==> src/sbc_defs.svh <==
`ifndef SBC_DEFS_SVH
`define SBC_DEFS_SVH
// Register addresses on the 8-bit serial register port
`define SBC_ADDR_WDOG    7'h00
`define SBC_ADDR_MODE    7'h01
`define SBC_ADDR_STATUS  7'h03
// Mode select codes
`define SBC_MC_SLEEP     3'h1
`define SBC_MC_STANDBY   3'h4
`define SBC_MC_NORMAL    3'h7
// Watchdog behaviour codes
`define SBC_WM_AUTO      3'h1
`define SBC_WM_TIMEOUT   3'h2
`define SBC_WM_WINDOW    3'h4
// Watchdog period codes
`define SBC_WP_8         4'h8
`define SBC_WP_16        4'h1
`define SBC_WP_32        4'h2
`define SBC_WP_64        4'hB
`define SBC_WP_128       4'h4
`define SBC_WP_256       4'hD
`define SBC_WP_1024      4'hE
`define SBC_WP_4096      4'h7
// Reset cause codes
`define SBC_RC_POWERON   5'h00
`define SBC_RC_CANWAKE   5'h01
`define SBC_RC_PINWAKE   5'h04
`define SBC_RC_SLP_OVF   5'h0C
`define SBC_RC_DIAGWAKE  5'h0D
`define SBC_RC_EARLY     5'h0E
`define SBC_RC_OVERFLOW  5'h0F
`define SBC_RC_ILL_WDOG  5'h10
`define SBC_RC_EXT_RST   5'h11
`define SBC_RC_OVERTEMP  5'h12
`define SBC_RC_UNDERVOLT 5'h13
`define SBC_RC_ILL_SLEEP 5'h14
// Status bit positions
`define SBC_ST_OTW_BIT   6
`define SBC_ST_NORM_BIT  5
// Timing
`define SBC_CLK_HZ       50000000
`define SBC_MS_PER_UNIT  8
`define SBC_RST_HOLD_US  20
`endif

==> src/sbc_pkg.sv <==
package sbc_pkg;
   // Operating modes, one-hot
   typedef enum logic [6:0] {
      SBC_OFF      = 7'b0000001,
      SBC_RESET    = 7'b0000010,
      SBC_STANDBY  = 7'b0000100,
      SBC_NORMAL   = 7'b0001000,
      SBC_SLEEP    = 7'b0010000,
      SBC_OVERTEMP = 7'b0100000,
      SBC_FORCED   = 7'b1000000
   } sbc_mode_e;
   // Effective watchdog behaviour
   typedef enum logic [3:0] {
      SBC_WD_OFF   = 4'b0001,
      SBC_WD_TOUT  = 4'b0010,
      SBC_WD_WIN   = 4'b0100,
      SBC_WD_SPARE = 4'b1000
   } sbc_wd_e;
   // Register read or write request
   typedef struct packed {
      logic       wr;
      logic       rd;
      logic [6:0] addr;
      logic [7:0] data;
   } sbc_req_s;
   // Per-mode block controls
   typedef struct packed {
      logic v1_on;
      logic reset_out_high;
      logic spi_active;
      logic can_active;
      logic can_offline;
      logic aux_on;
   } sbc_ctl_s;
   // Asynchronous event inputs
   typedef struct packed {
      logic power_ok;
      logic overtemp;
      logic temp_warn;
      logic v1_under;
      logic ext_reset;
      logic can_wake;
      logic pin_wake;
      logic diag_wake;
   } sbc_evt_s;
endpackage : sbc_pkg
==> src/sbc_mode_ctl.sv <==
// Function
// RQ1: Mode field at 0x01: 001 Sleep, 100 Standby, 111 Normal.
// RQ2: Watchdog off in Off, Forced Normal, Reset, Overtemp; else per field.
// RQ3: Window supervision runs only in Normal mode.
// RQ4: Status bit 6 mirrors the temperature warning level.
// RQ5: Status bit 5 reads 1 until Normal is first entered.
// RQ6: Status bits 4:0 hold cause of most recent reset.
// RQ7: Cause 00000 on leaving Off, 10010 on leaving Overtemp.
// RQ8: Sleep wakes: CAN 00001, pin 00100, diagnostic 01101.
// RQ9: Overflow in Sleep with timeout behaviour gives 01100.
// RQ10: Early trigger in window 01110; overflow 01111.
// RQ11: External reset pull-down 10001, supply undervoltage 10011.
// RQ12: Illegal Sleep request records 10100.
// RQ13: Window, timeout, autonomous; window restarts only when open.
// RQ14: Timeout counts continuously; any trigger restarts it.
// RQ15: Host changes watchdog settings only in Standby.
// RQ16: Window setting acts as timeout until Normal entered.
// RQ17: Watchdog change in Normal forces Reset, cause 10000, fault.
// RQ18: Eight periods 8 to 4096 ms, default 128 ms.
// RQ19: Sleep with wake pending or no source gives Reset, 10100.
// RQ20: Every valid watchdog write restarts timer; new values immediate.
// RQ21: Invalid watchdog codes abandon the write and raise fault.
// RQ22: Status writes and reserved bits ignored; reserved read zero.
// RQ23: Undefined mode codes leave the mode unchanged.
`include "sbc_defs.svh"
`timescale 1ns/1ps
`default_nettype none
module sbc_mode_ctl #(
   parameter int UNIT_CYCLES = (`SBC_CLK_HZ / 1000) * `SBC_MS_PER_UNIT,
   parameter int HOLD_CYCLES = (`SBC_CLK_HZ / 1000000) * `SBC_RST_HOLD_US
) (
   input  wire logic              clk,
   input  wire logic              sys_rst,
   input  wire sbc_pkg::sbc_req_s req,
   input  wire sbc_pkg::sbc_evt_s evt_async,
   input  wire logic              forced_normal_cfg,
   input  wire logic              wake_src_enabled,
   input  wire logic              overflow_reset_flag,
   input  wire logic              spi_fault_enable,
   output logic [7:0]             rd_data,
   output logic                   rd_valid,
   output logic                   spi_fault_event,
   output sbc_pkg::sbc_ctl_s      ctl,
   output sbc_pkg::sbc_mode_e     mode,
   output sbc_pkg::sbc_wd_e       wd_state,
   output logic                   wd_second_half
);
   import sbc_pkg::*;

   initial begin
      if (UNIT_CYCLES < 2 || HOLD_CYCLES < 1)
         $error("sbc_mode_ctl: unit or hold count too small");
   end

   // Two-flop synchronisers on event inputs
   sbc_evt_s evt_m_r, evt_s_r;
   always_ff @(posedge clk) begin
      if (sys_rst) begin
         evt_m_r <= '0;
         evt_s_r <= '0;
      end else begin
         evt_m_r <= evt_async;
         evt_s_r <= evt_m_r;
      end
   end

   // Period code to 8 ms units
   function automatic logic [9:0] period_units(input logic [3:0] c);
      unique case (c)
         `SBC_WP_8:    period_units = 10'd1;
         `SBC_WP_16:   period_units = 10'd2;
         `SBC_WP_32:   period_units = 10'd4;
         `SBC_WP_64:   period_units = 10'd8;
         `SBC_WP_256:  period_units = 10'd32;
         `SBC_WP_1024: period_units = 10'd128;
         `SBC_WP_4096: period_units = 10'd512;
         default:      period_units = 10'd16;
      endcase
   endfunction : period_units

   function automatic logic period_ok(input logic [3:0] c);
      period_ok = (c == `SBC_WP_8) || (c == `SBC_WP_16) ||
                  (c == `SBC_WP_32) || (c == `SBC_WP_64) ||
                  (c == `SBC_WP_128) || (c == `SBC_WP_256) ||
                  (c == `SBC_WP_1024) || (c == `SBC_WP_4096);
   endfunction : period_ok

   // State registers
   sbc_mode_e  mode_r, mode_nxt;
   logic [2:0] mc_r, mc_nxt;
   logic [2:0] wmc_r, wmc_nxt;
   logic [3:0] nwp_r, nwp_nxt;
   logic [4:0] cause_r, cause_nxt;
   logic       norm_pend_r, norm_pend_nxt;
   logic [31:0] tick_r, tick_nxt;
   logic [9:0] units_r, units_nxt;
   logic [31:0] hold_r, hold_nxt;
   logic [7:0] rd_data_r, rd_data_nxt;
   logic       rd_valid_r, rd_valid_nxt;
   logic       fault_r, fault_nxt;
   sbc_wd_e    wd_r, wd_nxt;
   logic       half_r, half_nxt;
   logic       wake_pend;
   logic       wd_write, wd_valid;
   logic [9:0] per_units;
   logic       overflow;

   assign wake_pend = evt_s_r.can_wake | evt_s_r.pin_wake |
                      evt_s_r.diag_wake;
   assign wd_write  = req.wr && (req.addr == `SBC_ADDR_WDOG);
   // RQ21 invalid codes
   assign wd_valid  = ((req.data[7:5] == `SBC_WM_AUTO) ||
                       (req.data[7:5] == `SBC_WM_TIMEOUT) ||
                       (req.data[7:5] == `SBC_WM_WINDOW)) &&
                      period_ok(req.data[3:0]);
   // RQ18 period select
   assign per_units = period_units(nwp_r);
   assign overflow  = (units_r >= per_units) && (wd_r != SBC_WD_OFF);

   // Next-state logic for modes, watchdog and registers
   always_comb begin
      mode_nxt      = mode_r;
      mc_nxt        = mc_r;
      wmc_nxt       = wmc_r;
      nwp_nxt       = nwp_r;
      cause_nxt     = cause_r;
      norm_pend_nxt = norm_pend_r;
      tick_nxt      = tick_r + 32'd1;
      units_nxt     = units_r;
      hold_nxt      = hold_r;
      rd_valid_nxt  = req.rd;
      rd_data_nxt   = 8'h00;
      fault_nxt     = 1'b0;
      if (tick_r >= 32'(UNIT_CYCLES - 1)) begin
         tick_nxt  = '0;
         units_nxt = units_r + 10'd1;
      end
      // Register reads; reserved bits zero
      // RQ22 reserved zero
      unique case (req.addr)
         `SBC_ADDR_WDOG:   rd_data_nxt = {wmc_r, 1'b0, nwp_r};
         `SBC_ADDR_MODE:   rd_data_nxt = {5'h00, mc_r};
         // RQ4 warning bit
         `SBC_ADDR_STATUS: begin
            rd_data_nxt = {1'b0, evt_s_r.temp_warn, norm_pend_r, cause_r};
         end
         default:          rd_data_nxt = 8'h00;
      endcase
      if (!req.rd)
         rd_data_nxt = 8'h00;
      // Per-mode transitions
      unique case (mode_r)
         SBC_OFF: begin
            if (evt_s_r.power_ok) begin
               mode_nxt  = SBC_RESET;
               // RQ7 power-on code
               cause_nxt = `SBC_RC_POWERON;
               hold_nxt  = '0;
            end
         end
         SBC_OVERTEMP: begin
            if (!evt_s_r.overtemp) begin
               mode_nxt  = SBC_RESET;
               // RQ7 overtemp exit
               cause_nxt = `SBC_RC_OVERTEMP;
               hold_nxt  = '0;
            end
         end
         SBC_RESET: begin
            if (!evt_s_r.v1_under) begin
               hold_nxt = hold_r + 32'd1;
            end
            if (hold_r >= 32'(HOLD_CYCLES - 1) && !evt_s_r.v1_under &&
                !evt_s_r.ext_reset) begin
               mode_nxt = forced_normal_cfg ? SBC_FORCED : SBC_STANDBY;
               mc_nxt   = `SBC_MC_STANDBY;
               tick_nxt = '0;
               units_nxt = '0;
            end
         end
         SBC_SLEEP: begin
            // RQ8 wake codes
            if (evt_s_r.can_wake || evt_s_r.pin_wake ||
                evt_s_r.diag_wake) begin
               mode_nxt  = SBC_RESET;
               hold_nxt  = '0;
               cause_nxt = evt_s_r.can_wake ? `SBC_RC_CANWAKE :
                           evt_s_r.pin_wake ? `SBC_RC_PINWAKE :
                                              `SBC_RC_DIAGWAKE;
            // RQ9 sleep overflow
            end else if (overflow) begin
               mode_nxt  = SBC_RESET;
               hold_nxt  = '0;
               cause_nxt = `SBC_RC_SLP_OVF;
            end
         end
         default: begin
            // Standby and Normal take host writes; Forced Normal ignores them
            if (req.wr && req.addr == `SBC_ADDR_MODE &&
                mode_r != SBC_FORCED) begin
               // RQ1 mode select
               unique case (req.data[2:0])
                  `SBC_MC_SLEEP: begin
                     // RQ19 illegal sleep
                     if (wake_pend || !wake_src_enabled) begin
                        mode_nxt  = SBC_RESET;
                        hold_nxt  = '0;
                        // RQ12 illegal code
                        cause_nxt = `SBC_RC_ILL_SLEEP;
                     end else begin
                        mode_nxt = SBC_SLEEP;
                        mc_nxt   = `SBC_MC_SLEEP;
                     end
                  end
                  `SBC_MC_STANDBY: begin
                     mode_nxt = SBC_STANDBY;
                     mc_nxt   = `SBC_MC_STANDBY;
                  end
                  `SBC_MC_NORMAL: begin
                     mode_nxt      = SBC_NORMAL;
                     mc_nxt        = `SBC_MC_NORMAL;
                     // RQ5 normal entered
                     norm_pend_nxt = 1'b0;
                  end
                  // RQ23 undefined codes
                  default: mode_nxt = mode_r;
               endcase
            end
            if (wd_write && mode_r != SBC_FORCED) begin
               if (!wd_valid) begin
                  // RQ21 abandon write
                  fault_nxt = spi_fault_enable;
               end else if (mode_r == SBC_NORMAL &&
                            (req.data[7:5] != wmc_r ||
                             req.data[3:0] != nwp_r)) begin
                  // RQ17 illegal change
                  mode_nxt  = SBC_RESET;
                  hold_nxt  = '0;
                  cause_nxt = `SBC_RC_ILL_WDOG;
                  fault_nxt = spi_fault_enable;
               end else begin
                  // RQ20 trigger restart
                  wmc_nxt   = req.data[7:5];
                  nwp_nxt   = req.data[3:0];
                  tick_nxt  = '0;
                  units_nxt = '0;
                  // RQ13 early trigger
                  if (wd_r == SBC_WD_WIN && !half_r) begin
                     mode_nxt  = SBC_RESET;
                     hold_nxt  = '0;
                     // RQ10 early code
                     cause_nxt = `SBC_RC_EARLY;
                  end
               end
            end else if (overflow && (wd_r == SBC_WD_WIN ||
                                      overflow_reset_flag)) begin
               // RQ10 overflow code
               mode_nxt  = SBC_RESET;
               hold_nxt  = '0;
               cause_nxt = `SBC_RC_OVERFLOW;
            end else if (overflow) begin
               // RQ14 timeout restart
               tick_nxt  = '0;
               units_nxt = '0;
            end
            // RQ11 external and supply
            if (evt_s_r.ext_reset) begin
               mode_nxt  = SBC_RESET;
               hold_nxt  = '0;
               cause_nxt = `SBC_RC_EXT_RST;
            end
            if (evt_s_r.v1_under) begin
               mode_nxt  = SBC_RESET;
               hold_nxt  = '0;
               cause_nxt = `SBC_RC_UNDERVOLT;
            end
         end
      endcase
      if (mode_r != SBC_OFF && mode_r != SBC_SLEEP && evt_s_r.overtemp)
         mode_nxt = SBC_OVERTEMP;
      if (!evt_s_r.power_ok)
         mode_nxt = SBC_OFF;
      // RQ5 power loss rearms
      if (mode_nxt == SBC_OFF)
         norm_pend_nxt = 1'b1;
   end

   // Effective watchdog behaviour per mode
   always_comb begin
      wd_nxt   = SBC_WD_OFF;
      // Half flag follows the restarted timer and the new period
      half_nxt = (units_nxt >= (period_units(nwp_nxt) >> 1));
      unique case (mode_nxt)
         // RQ3 window in normal
         SBC_NORMAL: begin
            wd_nxt = (wmc_nxt == `SBC_WM_WINDOW) ? SBC_WD_WIN : SBC_WD_TOUT;
         end
         // RQ16 window as timeout
         SBC_STANDBY, SBC_SLEEP: begin
            if (wmc_nxt == `SBC_WM_WINDOW || wmc_nxt == `SBC_WM_TIMEOUT)
               wd_nxt = SBC_WD_TOUT;
            else if (wake_pend && mode_nxt == SBC_STANDBY)
               wd_nxt = SBC_WD_TOUT;
         end
         // RQ2 watchdog off
         default: wd_nxt = SBC_WD_OFF;
      endcase
   end

   // Register all state
   always_ff @(posedge clk) begin
      if (sys_rst) begin
         mode_r      <= SBC_OFF;
         mc_r        <= `SBC_MC_STANDBY;
         wmc_r       <= `SBC_WM_TIMEOUT;
         nwp_r       <= `SBC_WP_128;
         cause_r     <= `SBC_RC_POWERON;
         norm_pend_r <= 1'b1;
         tick_r      <= '0;
         units_r     <= '0;
         hold_r      <= '0;
         rd_data_r   <= 8'h00;
         rd_valid_r  <= 1'b0;
         fault_r     <= 1'b0;
         wd_r        <= SBC_WD_OFF;
         half_r      <= 1'b0;
      end else begin
         mode_r      <= mode_nxt;
         mc_r        <= mc_nxt;
         wmc_r       <= wmc_nxt;
         nwp_r       <= nwp_nxt;
         cause_r     <= cause_nxt;
         norm_pend_r <= norm_pend_nxt;
         tick_r      <= tick_nxt;
         units_r     <= units_nxt;
         hold_r      <= hold_nxt;
         rd_data_r   <= rd_data_nxt;
         rd_valid_r  <= rd_valid_nxt;
         fault_r     <= fault_nxt;
         wd_r        <= wd_nxt;
         half_r      <= half_nxt;
      end
   end

   // Per-mode block controls, registered
   sbc_ctl_s ctl_r;
   always_ff @(posedge clk) begin
      if (sys_rst) begin
         ctl_r <= '0;
      end else begin
         ctl_r.v1_on          <= !(mode_nxt inside {SBC_OFF, SBC_SLEEP,
                                                    SBC_OVERTEMP});
         ctl_r.reset_out_high <= mode_nxt inside {SBC_FORCED, SBC_STANDBY,
                                                  SBC_NORMAL};
         ctl_r.spi_active     <= mode_nxt inside {SBC_FORCED, SBC_STANDBY,
                                                  SBC_NORMAL};
         ctl_r.can_active     <= mode_nxt inside {SBC_FORCED, SBC_NORMAL};
         ctl_r.can_offline    <= mode_nxt inside {SBC_STANDBY, SBC_SLEEP,
                                                  SBC_RESET};
         ctl_r.aux_on         <= !(mode_nxt inside {SBC_OFF, SBC_OVERTEMP});
      end
   end

   assign rd_data         = rd_data_r;
   assign rd_valid        = rd_valid_r;
   assign spi_fault_event = fault_r;
   assign ctl             = ctl_r;
   assign mode            = mode_r;
   assign wd_state        = wd_r;
   assign wd_second_half  = half_r;
endmodule : sbc_mode_ctl
`default_nettype wire

==> config.mk <==
export PLATFORM = sky130hd
export DESIGN_NAME = sbc_mode_ctl
export DESIGN_NICKNAME = d
export VERILOG_FILES = /design/src/sbc_pkg.sv /design/src/sbc_mode_ctl.sv
export VERILOG_INCLUDE_DIRS = /design/src /design/src/src
export SDC_FILE = /design/constraint.sdc
export NUM_CORES = 1
export LEC_CHECK = 0
export ABC_AREA = 1
export BUFFER_PORTS_ARGS = -buffer_cell sky130_fd_sc_hd__buf_2
export CAP_MARGIN = 20
export CORE_MARGIN = 4
export CORE_UTILIZATION = 30
export CTS_CLUSTER_DIAMETER = 30
export DETAILED_ROUTE_END_ITERATION = 16
export PLACE_DENSITY_LB_ADDON = 0.3
export SYNTH_ARGS = -nofsm -noshare
export SYNTH_HDL_FRONTEND = slang
export SYNTH_SLANG_ARGS = --single-unit
==> constraint.sdc <==
create_clock -name clk -period 8.1 [get_ports clk]
set_input_delay 1.62 -clock clk [delete_from_list [all_inputs] [get_ports clk]]
set_output_delay 1.62 -clock clk [all_outputs]
set_load 0.005 [all_outputs]
==> impl_metrics.toml <==
[clocking]
max-clock-path-buffers = 2
cts.sink_count = 132
cts-root-buf = "clkbuf_16"
htreeDepth = 4
clkTransAtPathRegs_ps = 60
cts_hold_repair.buffers = 0
cts_resized = 0
post_cts.repair.setup_buffers = 0
clock_latency_ps = 430
cts-buffers-inserted = 17
cts_tree = "done"

[floorplan]
rows = 56
top_level_ports = 59
die_width_um = 164
floorplan.initialDensity_pct = 30.8
design.die.area_um2 = 26800
design.core.area_um2 = 23600
die_h_um = 164

[timing]
post_route_setup_tns_ps = 0
max-slew-margin-rel_pct = 30.9
achievable-frequency_mhz = 231
finalMaxSlewViolations = 0
rsz0062_at_grt = "no"
finalHoldViolations = 0
final-setup-viol-count = 0
worst_slew_pin_slew_ps = 1030
finalWorstPathRequiredPeriod_ps = 4330
finalClockSkew_ps = 11.0
final_min_period_over_clock_period_pct = 53.5

[synth]
async_set_reset_flop_share_out_of_synthesis_pct = 0
yosysSeqAreaShare_pct = 36.4
postSynthCellCount = 1064
mappedNetlistArea_um2 = 7260
number_of_distinct_library_cells_after_synthesis = 55
dominantRegCellSynth = "dfxtp_1"
postSynthRegisterBits = 132
yosys_warnings = 0
synth-edff-count = 0
postSynthAreaPerCell_um2 = 6.83

[detailed_routing]
detail_route.wl_per_cell_um = 12.3
postRouteAntennaNets = 0
detailedRoute.firstPassIterationCount = 5
routed-via-count = 6636
routed_via_density = 4.54
drt_drc_violations_left = 0
drt_iter0_drc = 429
totalWireLength_mm = 18.0

[power_and_ir_drop]
vdd.ir_drop.worst_mv = 0.125
power_density_nw_per_um2 = 179
leakagePower_nw = 3.84

[placement]
place.port_buffers = 56
postPlaceCellArea_um2 = 7870
post-dp-hpwl_mm = 13.5
place.gp.congestion = 0.868

[setup_path]
criticalPathCategory = "in -> reg"
worstSetupEndpointType = "flop"
worst-endpoint-arrival_ps = 4610
worstPathRequired_ps = 8380
crit_fanout = 11
start_kind = "input pin"

[hold_path]
holdCritPathClass = "reg -> reg"

[finish]
stdcell_area_um2 = 8450
most_frequent_cells_in_the_layout = "nand2_1 (239), inv_1 (151), nor2_1 (141)"
synthToLayoutAreaGrowth_pct = 16.4
drive_above_1_share_pct = 15.0
final_nets = 1180
layout_commonest_cell = "nand2_1"
diodes = 0
fillCellCount = 2586

[global_route]
grt_overflow_total = 0
grt_max_degree = 68
first_global_vias = 6099
grt_antenna_before_repair = 2
grt_first_pass_wirelength_mm = 29.6
grt_usage_pct = 13.7

[flow_run]
max_cap_viol_count = 0

[run_status]
outcome = "finished, final reports clean"
==> registers in the layout, summed over array words and instances, names as in the netlist <==
| name | flops |
|---|---|
| cause_r | 5 |
| mc_r | 3 |
| wd_second_half | 1 |
| mode | 7 |
| spi_fault_event | 1 |
| norm_pend_r | 1 |
| evt_s_r | 8 |
| nwp_r | 4 |
| rd_data | 8 |
| evt_m_r | 8 |
| wd_state | 3 |
| units_r | 10 |
| hold_r | 32 |
| ctl | 5 |
| wmc_r | 3 |
| rd_valid | 1 |
| tick_r | 32 |
==> where the power goes <==
part | switching, mW | total (mW) | internal [mW] | leakage (nW)
registers | 0.00597 | 0.666 | 0.660 | 1.07
logic | 0.0585 | 0.0859 | 0.0274 | 2.49
clock network | 0.344 | 0.757 | 0.413 | 0.285
total | 0.408 | 1.51 | 1.10 | 3.84
==> cell usage after synthesis (4+ instances only) <==
cell type,n,area [um2]
a31oi_1,7,43.8
nand2_1,239,897
nand3_1,58,290
inv_2,16,60.1
nor2_4,8,90.1
buf_4,4,30.0
nor2_2,5,31.3
and3_1,4,25.0
ha_1,18,225
dfxtp_1,132,2640
nand2_2,17,106
xor2_1,10,87.6
inv_1,151,567
nand4_1,22,138
nand3_2,4,40.0
nor3_2,7,70.1
o21ai_0,36,180
a21oi_1,59,295
o21ai_1,5,25.0
nor3_1,29,145
nor4_1,12,75.1
o211ai_1,6,45.0
nor2_1,141,529
or2_2,5,31.3
buf_2,4,20.0
clkbuf_1,11,41.3
==> metrics by stage <==
step / power [mW] / util, % / hold slack [ps] / std cells / setup slack (ps)
final: 1.51 / 35.8 / 400 / 1463 / 3770
after global routing: 1.57 / 35.8 / 416 / 1463 / 3370
after detailed placement: 0.767 / 33.3 / 393 / 1431 / 3300
after floorplan: 0.739 / - / 388 / 1077 / 3940
after CTS: 1.53 / 35.8 / 401 / 1463 / 3750
after global placement: 0.766 / 33.3 / 389 / 1431 / 3310
==> path summary, 6_finish.rpt <==
kind                    end  slack, ps  startpoint  cells past startpoint
max          wd_second_half       3770     req[13]                     24
min              evt_s_r[1]        400  evt_m_r[1]                      2
max reg2reg  wd_second_half       3830    nwp_r[3]                     29
min reg2reg      evt_s_r[1]        400  evt_m_r[1]                      2
==> cell type report <==
| cell class | instances | area (um2) | area share, % |
|---|---|---|---|
| multi-input cells | 753 | 3900 | 46.2 |
| flip-flops and latches | 132 | 2640 | 31.3 |
| inverters | 170 | 641 | 7.58 |
| clock buffers | 17 | 425 | 5.03 |
| well taps | 319 | 399 | 4.72 |
| repair buffers | 57 | 288 | 3.41 |
| clock inverters | 15 | 153 | 1.81 |
==> routing by layer <==
layer	share of wire, %	track usage [%]	vias up
met2	44	21.9	129
met5	0.15	0	-
met1	49	18.2	2919
met3	5.2	2.95	24
li1	-	-	3560
met4	1.5	4.84	4
==> critical path, stage by stage <==
cell      delay [ps]
buf_2            100
nor2_1            90
nand2_1          140
nor2_4           260
nand2_4          130
nor2_8           180
nand2_1           70
o211ai_1          90
nand2_1          220
inv_1            310
a21oi_1           60
o21ai_0          130
ha_1             280
inv_1             50
a21boi_0          70
o21a_1           170
o21ai_0          130
nand2_1           70
a21oi_1          160
nand2_1           80
nand2_1           50
nand2_1           40
nand2_1           50
a21oi_1           60
==> kinds of logic (layout without fill, tap and decap cells) <==
kind of cell               after synthesis  after routing  synth area share [%]
other                                    1             14                0.0516
DFF                                    132            132                  36.4
AOI/OAI and AO/OA                      141            141                  11.6
xor gates and xnor gates                12             12                  1.45
and+or+nand+nor                        568            568                  36.8
buffers and inverters                  192            259                  10.5
adders and majority gates               18             18                  3.10
No activity file was read; power rests on OpenSTA's default activity.
